===== src/rtl/asr_pkg.sv =====
package asr_pkg;
    localparam int ADDR_W = 18;
    localparam int DATA_W = 8;
    localparam int CLK_PERIOD_PS = 8000;
    // Pin timings in nanoseconds
    localparam int T_RC_NS     = 70;
    localparam int T_AA_NS     = 70;
    localparam int T_WC_NS     = 70;
    localparam int T_PWE_NS    = 50;
    localparam int T_SD_NS     = 30;
    localparam int T_HZWE_NS   = 25;
    localparam int T_LZWE_NS   = 10;
    localparam int T_RECOV_NS  = 100;
    // Cycle counts; minima round up, read sample waits out the full access
    localparam int RD_CYC    = (T_AA_NS * 1000 + CLK_PERIOD_PS - 1)
                               / CLK_PERIOD_PS + 1;
    localparam int WE_CYC    = (T_PWE_NS * 1000 + CLK_PERIOD_PS - 1)
                               / CLK_PERIOD_PS;
    localparam int SD_CYC    = (T_SD_NS * 1000 + CLK_PERIOD_PS - 1)
                               / CLK_PERIOD_PS;
    localparam int HZ_CYC    = (T_HZWE_NS * 1000 + CLK_PERIOD_PS - 1)
                               / CLK_PERIOD_PS;
    localparam int RECOV_CYC = (T_RECOV_NS * 1000 + CLK_PERIOD_PS - 1)
                               / CLK_PERIOD_PS;
    localparam int WC_CYC    = (T_WC_NS * 1000 + CLK_PERIOD_PS - 1)
                               / CLK_PERIOD_PS;
    localparam int LZ_CYC    = T_LZWE_NS * 1000 / CLK_PERIOD_PS + 1;
    localparam int CNT_W = 5;

    typedef struct packed {
        logic                select_low_active_n;
        logic                select_high_active;
        logic                write_n;
        logic                out_enable_n;
        logic [ADDR_W-1:0]   address_bus;
    } asr_pins_t;

    typedef struct packed {
        logic                write;
        logic [ADDR_W-1:0]   addr;
        logic [DATA_W-1:0]   wdata;
    } asr_req_t;
endpackage : asr_pkg


===== src/rtl/asr_timer.sv =====
`timescale 1ns/100ps
// Loadable down-counter; done_o is a registered one-cycle pulse at zero.
module asr_timer #(
    parameter int W = 5
) (
    input  wire logic         clk_i,
    input  wire logic         reset_n_i,
    input  wire logic         load_i,
    input  wire logic [W-1:0] value_i,
    output logic              busy_o,
    output logic              done_o
);
    logic [W-1:0] cnt_q;
    logic [W-1:0] cnt_d;
    logic         done_d;
    logic         done_q;

    always_comb begin
        cnt_d  = cnt_q;
        done_d = 1'b0;
        if (load_i) begin
            cnt_d = value_i;
        end else if (cnt_q != '0) begin
            cnt_d  = cnt_q - W'(1);
            done_d = (cnt_q == W'(1));
        end
    end

    always_ff @(posedge clk_i or negedge reset_n_i) begin
        if (!reset_n_i) begin
            cnt_q  <= '0;
            done_q <= 1'b0;
        end else begin
            cnt_q  <= cnt_d;
            done_q <= done_d;
        end
    end

    assign busy_o = (cnt_q != '0);
    assign done_o = done_q;
endmodule : asr_timer


===== src/rtl/asr_host.sv =====
`timescale 1ns/100ps
module asr_host (
    input  wire logic                        clk_i,
    input  wire logic                        reset_n_i,
    input  wire logic                        req_valid_i,
    input  wire asr_pkg::asr_req_t           req_i,
    output logic                             req_ready_o,
    output logic                             rd_valid_o,
    output logic [asr_pkg::DATA_W-1:0]       rd_data_o,
    output logic                             select_low_active_n_o,
    output logic                             select_high_active_o,
    output logic                             write_n_o,
    output logic                             out_enable_n_o,
    output logic [asr_pkg::ADDR_W-1:0]       address_bus_o,
    input  wire logic [asr_pkg::DATA_W-1:0]  data_bus_i,
    output logic [asr_pkg::DATA_W-1:0]       data_bus_o,
    output logic                             data_bus_oe_n_o
);
    typedef enum logic [2:0] {
        ST_RECOVER, ST_IDLE, ST_RD, ST_WR_GAP, ST_WR_PULSE, ST_WR_END
    } asr_state_t;

    localparam int CW = asr_pkg::CNT_W;

    asr_state_t                    state_q, state_d;
    asr_pkg::asr_pins_t            pins_q, pins_d;
    logic [asr_pkg::DATA_W-1:0]    wdata_q, wdata_d;
    logic                          oe_n_q, oe_n_d;
    logic                          ready_q, ready_d;
    logic                          rvalid_q, rvalid_d;
    logic [asr_pkg::DATA_W-1:0]    rdata_q, rdata_d;
    logic                          t_load;
    logic [CW-1:0]                 t_val;
    logic                          tmr_load;
    logic [CW-1:0]                 tmr_val;
    logic                          t_done;

    asr_timer #(.W(CW)) u_timer (
        .clk_i     (clk_i),
        .reset_n_i (reset_n_i),
        .load_i    (tmr_load),
        .value_i   (tmr_val),
        .busy_o    (),
        .done_o    (t_done)
    );

    function automatic asr_pkg::asr_pins_t idle_pins(
        input logic [asr_pkg::ADDR_W-1:0] a
    );
        asr_pkg::asr_pins_t p;
        p.select_low_active_n = 1'b1;
        p.select_high_active  = 1'b0;
        p.write_n             = 1'b1;
        p.out_enable_n        = 1'b1;
        p.address_bus         = a;
        return p;
    endfunction : idle_pins

    always_comb begin
        state_d  = state_q;
        pins_d   = pins_q;
        wdata_d  = wdata_q;
        oe_n_d   = oe_n_q;
        ready_d  = 1'b0;
        rvalid_d = 1'b0;
        rdata_d  = rdata_q;
        t_load   = 1'b0;
        t_val    = '0;
        unique case (state_q)
            ST_RECOVER: begin
                if (t_done) begin
                    state_d = ST_IDLE;
                    ready_d = 1'b1;
                end
            end
            ST_IDLE: begin
                ready_d = 1'b1;
                if (req_valid_i && ready_q) begin
                    ready_d = 1'b0;
                    pins_d.address_bus         = req_i.addr;
                    pins_d.select_low_active_n = 1'b0;
                    pins_d.select_high_active  = 1'b1;
                    t_load = 1'b1;
                    if (req_i.write) begin
                        // Wait for the device output to go high-Z first
                        wdata_d = req_i.wdata;
                        t_val   = CW'(asr_pkg::HZ_CYC);
                        state_d = ST_WR_GAP;
                    end else begin
                        pins_d.out_enable_n = 1'b0;
                        t_val   = CW'(asr_pkg::RD_CYC);
                        state_d = ST_RD;
                    end
                end
            end
            ST_RD: begin
                if (t_done) begin
                    rdata_d  = data_bus_i;
                    rvalid_d = 1'b1;
                    pins_d   = idle_pins(pins_q.address_bus);
                    ready_d  = 1'b1;
                    state_d  = ST_IDLE;
                end
            end
            ST_WR_GAP: begin
                if (t_done) begin
                    oe_n_d         = 1'b0;
                    pins_d.write_n = 1'b0;
                    t_load  = 1'b1;
                    t_val   = CW'(asr_pkg::WE_CYC);
                    state_d = ST_WR_PULSE;
                end
            end
            ST_WR_PULSE: begin
                if (t_done) begin
                    // Strobe rises and both selects deassert together; address and data
                    // stay put one more cycle for hold
                    pins_d = idle_pins(pins_q.address_bus);
                    t_load  = 1'b1;
                    t_val   = CW'(asr_pkg::LZ_CYC);
                    state_d = ST_WR_END;
                end
            end
            ST_WR_END: begin
                oe_n_d = 1'b1;
                if (t_done) begin
                    ready_d = 1'b1;
                    state_d = ST_IDLE;
                end
            end
            default: state_d = ST_IDLE;
        endcase
    end

    always_ff @(posedge clk_i or negedge reset_n_i) begin
        if (!reset_n_i) begin
            state_q  <= ST_RECOVER;
            pins_q   <= '{select_low_active_n: 1'b1, select_high_active: 1'b0,
                          write_n: 1'b1, out_enable_n: 1'b1,
                          address_bus: '0};
            wdata_q  <= '0;
            oe_n_q   <= 1'b1;
            ready_q  <= 1'b0;
            rvalid_q <= 1'b0;
            rdata_q  <= '0;
        end else begin
            state_q  <= state_d;
            pins_q   <= pins_d;
            wdata_q  <= wdata_d;
            oe_n_q   <= oe_n_d;
            ready_q  <= ready_d;
            rvalid_q <= rvalid_d;
            rdata_q  <= rdata_d;
        end
    end

    // Recovery timer is kicked once right after reset release
    logic kick_q;
    always_ff @(posedge clk_i or negedge reset_n_i) begin
        if (!reset_n_i) begin
            kick_q <= 1'b0;
        end else begin
            kick_q <= 1'b1;
        end
    end

    logic kick_load;
    assign kick_load = !kick_q;

    // Timer load is the FSM load or the one-shot recovery start
    logic [CW-1:0] recov_val;
    assign recov_val = CW'(asr_pkg::RECOV_CYC);

    // The FSM never loads the timer while recovering, so the two loads
    // cannot collide; without the kick the FSM would wait forever
    assign tmr_load = t_load || kick_load;
    assign tmr_val  = kick_load ? recov_val : t_val;

    assign req_ready_o           = ready_q;
    assign rd_valid_o            = rvalid_q;
    assign rd_data_o             = rdata_q;
    assign select_low_active_n_o = pins_q.select_low_active_n;
    assign select_high_active_o  = pins_q.select_high_active;
    assign write_n_o             = pins_q.write_n;
    assign out_enable_n_o        = pins_q.out_enable_n;
    assign address_bus_o         = pins_q.address_bus;
    assign data_bus_o            = wdata_q;
    assign data_bus_oe_n_o       = oe_n_q;
endmodule : asr_host


===== config.mk =====
export PLATFORM = sky130hd
export DESIGN_NAME = asr_host
export DESIGN_NICKNAME = d
export VERILOG_FILES = /design/src/rtl/asr_pkg.sv /design/src/rtl/asr_timer.sv /design/src/rtl/asr_host.sv
export SDC_FILE = /design/constraint.sdc
export NUM_CORES = 1
export LEC_CHECK = 0
export BUFFER_PORTS_ARGS = -buffer_cell sky130_fd_sc_hd__buf_2
export CORE_AREA = 3 3 69 71
export CTS_CLUSTER_DIAMETER = 50
export CTS_CLUSTER_SIZE = 30
export DETAILED_ROUTE_END_ITERATION = 16
export DIE_AREA = 0 0 72 74
export GPL_TIMING_DRIVEN = 0
export PLACE_DENSITY = 0.89
export SETUP_SLACK_MARGIN = 0.15
export SLEW_MARGIN = 15
export SYNTH_ARGS = -nofsm -noshare
export SYNTH_HDL_FRONTEND = slang
export SYNTH_SLANG_ARGS = --single-unit

===== constraint.sdc =====
create_clock -name clk_i -period 2.6 [get_ports clk_i]
set_input_delay 0.13 -clock clk_i [delete_from_list [all_inputs] [get_ports clk_i]]
set_output_delay 0.13 -clock clk_i [all_outputs]
set_load 0.005 [all_outputs]

==> flow_metrics.py <==
metrics = {
    "status": {
        "outcome": "finished, final reports clean",
    },
    "timing": {
        "tightest_slew_ps": 614,
        "tns_ps": 0,
        "rsz0062_at_grt": "false",
        "timing_hold_violations_final": 0,
        "period_needed_ps": 1740,
        "drv_slew": 0,
        "setup_violations": 0,
        "worst_slack_ps": 856,
        "max_slew_margin_pct": 59.1,
        "finalClockSkew_ps": 5.43,
        "fin_crit_sh_pct": 67.1,
        "max_clock_freq_mhz": 573,
    },
    "layout": {
        "antenna_cells": 0,
        "layout.nets": 329,
        "syn_to_final_growth_pct": 24.8,
        "drive_gt1_share_pct": 42.0,
        "final_common_cell": "buf_2",
        "final_cell_mix": "buf_2 (83), nand2_1 (60), dfrtp_1 (47), mux2_2 (16)",
    },
    "routing": {
        "first_pass_iters": 4,
        "routed-via-count": 1735,
        "drt-wirelength-per-cell_um": 13.3,
        "drc": 0,
        "drt-initial-drc-count": 69,
        "viasPerCell": 5.10,
        "drt-total-wl_mm": 4.53,
        "ant_nets": 0,
    },
    "global_route": {
        "grt_pass1_wl_mm": 7.50,
        "grt_max_degree": 52,
        "grt-ovfl-total": 0,
        "grtUsageTotal_pct": 17.9,
        "antenna_found_initial": 0,
        "grt_pass1_vias": 1650,
    },
    "clocking": {
        "cts_tree": "done",
        "cts_root_buffer": "clkbuf_8",
        "cts_sinks": 51,
        "cts_buffers": 5,
        "cts_resized": 0,
        "htreeDepth": 2,
        "path_clk_slew_ps": 90,
        "clock_latency_ps": 290,
        "cts_setup_buffers": 0,
        "cts-hold-fix-buffers": 0,
        "clock_path_buffers": 2,
    },
    "synth": {
        "synth_seq_cells": 51,
        "synth_edf_count": 0,
        "synth_cells": 203,
        "netlist_area_mm2": 0.00220,
        "syn_avg_cell_area_um2": 10.8,
        "yosysUniqueCellTypes": 40,
        "synth_area_leader_cell": "dfrtp_1",
        "synth_flop_cell": "dfrtp_1",
        "synth_top_area_share_pct": 53.5,
        "synth_area_leaders": "dfrtp_1 (54%), nand2_1 (10%), mux2_2 (8.2%), dfstp_2 (4.8%), a21oi_1 (1.8%)",
        "synthArstFlopShare_pct": 100,
        "synth_seq_area_share_pct": 58.3,
        "yosysWarnings": 0,
        "syn-num-nets": 243,
    },
    "worst_setup_path": {
        "timing.rr.end": "u_timer.cnt_q[1]$_DFFE_PN0P_",
        "critPathSlowestCell": "or4b_4",
        "reg2regPathDepth": 6,
        "timing.rr.start": "u_timer.cnt_q[0]$_DFFE_PN0P_",
        "cp.arrival_ps": 1930,
        "criticalPathCategory": "reg2reg",
        "reg2reg_slack_ps": 860,
        "cp_max_fo": 6,
        "cp-start-kind": "register",
        "slowest_delay_ps": 510,
        "worstPathRequired_ps": 2790,
        "end_kind": "register",
        "worstPathCellList": "inv_1 -> ha_1 -> or4b_4 -> nor2_1 -> a211oi_1 -> o31a_1",
    },
    "power": {
        "max-vdd-ir-drop_mv": 0.412,
        "pwr-share-comb_pct": 9.2,
        "p_per_area_mw_per_mm2": 501,
        "p_leak_nw": 1.54,
        "power.total_mw": 1.37,
        "pwr-share-seq_pct": 60.6,
        "p_clk_share_pct": 30.2,
        "power.switching_uw": 316,
        "netSwitchingFraction_pct": 23.0,
        "intPower_mw": 1.06,
    },
    "worst_hold_path": {
        "holdPathEnd": "address_bus_o[1]$_DFFE_PN0P_",
        "worstHoldPathCells": 3,
        "worstHoldStart": "req_i[9]",
        "hp-class": "in2reg",
    },
    "flow_run": {
        "drv_cap": 0,
    },
    "floorplanning": {
        "row_count": 24,
        "ios": 79,
        "die_w_um": 72,
        "coreArea_mm2": 0.00429,
        "initial_core_util_pct": 51.2,
        "die_area_mm2": 0.00533,
        "die_y_um": 74,
    },
    "placement": {
        "post-place-ws_ps": 875,
        "dp_hpwl_mm": 3.37,
        "place_congestion": 0.859,
        "portBuffers": 78,
    },
}
## per-stage QoR
stage / area, um^2 / util, % / hold WS [ps] / std cells
floorplan: 2200 / - / -166 / 203
global placement: 2650 / 61.8 / 320 / 333
detailed placement: 2650 / 61.8 / 328 / 333
CTS: 2730 / 63.5 / 13.3 / 339
global route: 2740 / 63.8 / 13.1 / 340
finish: 2740 / 63.8 / 18.7 / 340
## per-layer routing
layer,GRT usage [%],routed length (um)
met2,30.8,2390
met1,23.2,1860
met3,3.51,230
met4,5.64,57
met5,0,0
## worst max-delay path by stage
stage	startpoint	endpoint	slack [ps]	cells past startpoint
5_1_grt	u_timer.cnt_q[0]$_DFFE_PN0P_	u_timer.cnt_q[0]$_DFFE_PN0P_	740	6
6_report	u_timer.cnt_q[0]$_DFFE_PN0P_	u_timer.cnt_q[1]$_DFFE_PN0P_	860	6
3_5_place_dp	u_timer.cnt_q[0]$_DFFE_PN0P_	u_timer.cnt_q[1]$_DFFE_PN0P_	870	6
2_1_floorplan	u_timer.cnt_q[0]$_DFFE_PN0P_	u_timer.cnt_q[1]$_DFFE_PN0P_	960	6
3_3_place_gp	u_timer.cnt_q[0]$_DFFE_PN0P_	u_timer.cnt_q[1]$_DFFE_PN0P_	890	6
4_1_cts	u_timer.cnt_q[0]$_DFFE_PN0P_	u_timer.cnt_q[1]$_DFFE_PN0P_	860	6
## worst max-delay path, delay by kind of cell, from the launching register on
family | cells | cell delay (ps)
AOI/OAI and AO/OA | 2 | 300
and+or+nand+nor | 2 | 610
DFF | 1 | 400
adders and majority gates | 1 | 240
buffers and inverters | 1 | 100
## synthesized netlist by cell type (all sizes together) (2+ instances only)
| cell | number |
|---|---|
| o22ai | 2 |
| dfrtp | 47 |
| and4 | 2 |
| or2 | 2 |
| nor3 | 5 |
| nor2 | 9 |
| dfstp | 4 |
| o21ai | 6 |
| inv | 5 |
| ha | 2 |
| nand2 | 61 |
| a21oi | 8 |
| nand4b | 2 |
| mux2 | 16 |
| nand2b | 2 |
| nor2b | 4 |
| buf | 9 |
## area by class of cell
type	instances	area, um^2
well taps	52	65.1
flip-flops and latches	51	1280
plain buffers	9	56.3
clock buffers	5	68.8
repair buffers	79	403
inverters	5	18.8
multi-input cells	138	841
clock inverters	1	7.51
fillers	337	1550
## flip-flops by register name, indices dropped and copies added (netlist names)
register,count
data_bus_oe_n_o,1
u_timer.cnt_q,5
select_low_active_n_o,1
address_bus_o,18
state_q,3
kick_q,1
select_high_active_o,1
u_timer.done_o,1
req_ready_o,1
out_enable_n_o,1
data_bus_o,8
rd_data_o,8
write_n_o,1
rd_valid_o,1
## power groups by stage
stage,Combinational [mW],Sequential (mW),Clock (mW)
final,0.126,0.832,0.416
after global routing,0.141,0.836,0.466
after CTS,0.126,0.832,0.427
after detailed placement,0.125,0.848,0
after global placement,0.120,0.846,0
after floorplan,0.0560,0.847,0
## cell families (layout without fill, tap and decap cells)
family          after synthesis  in the layout  share of synthesized area, %
simple gates                 94             94                          21.3
flops                        51             51                          58.3
compound gates               22             22                          6.21
mux                          17             17                          8.66
buf+inv                      14             99                          3.42
fa+ha+maj                     2              2                          1.14
xor+xnor                      2              2                         0.797
other cells                   1              1                         0.171
No activity file was read; power rests on OpenSTA's default activity.
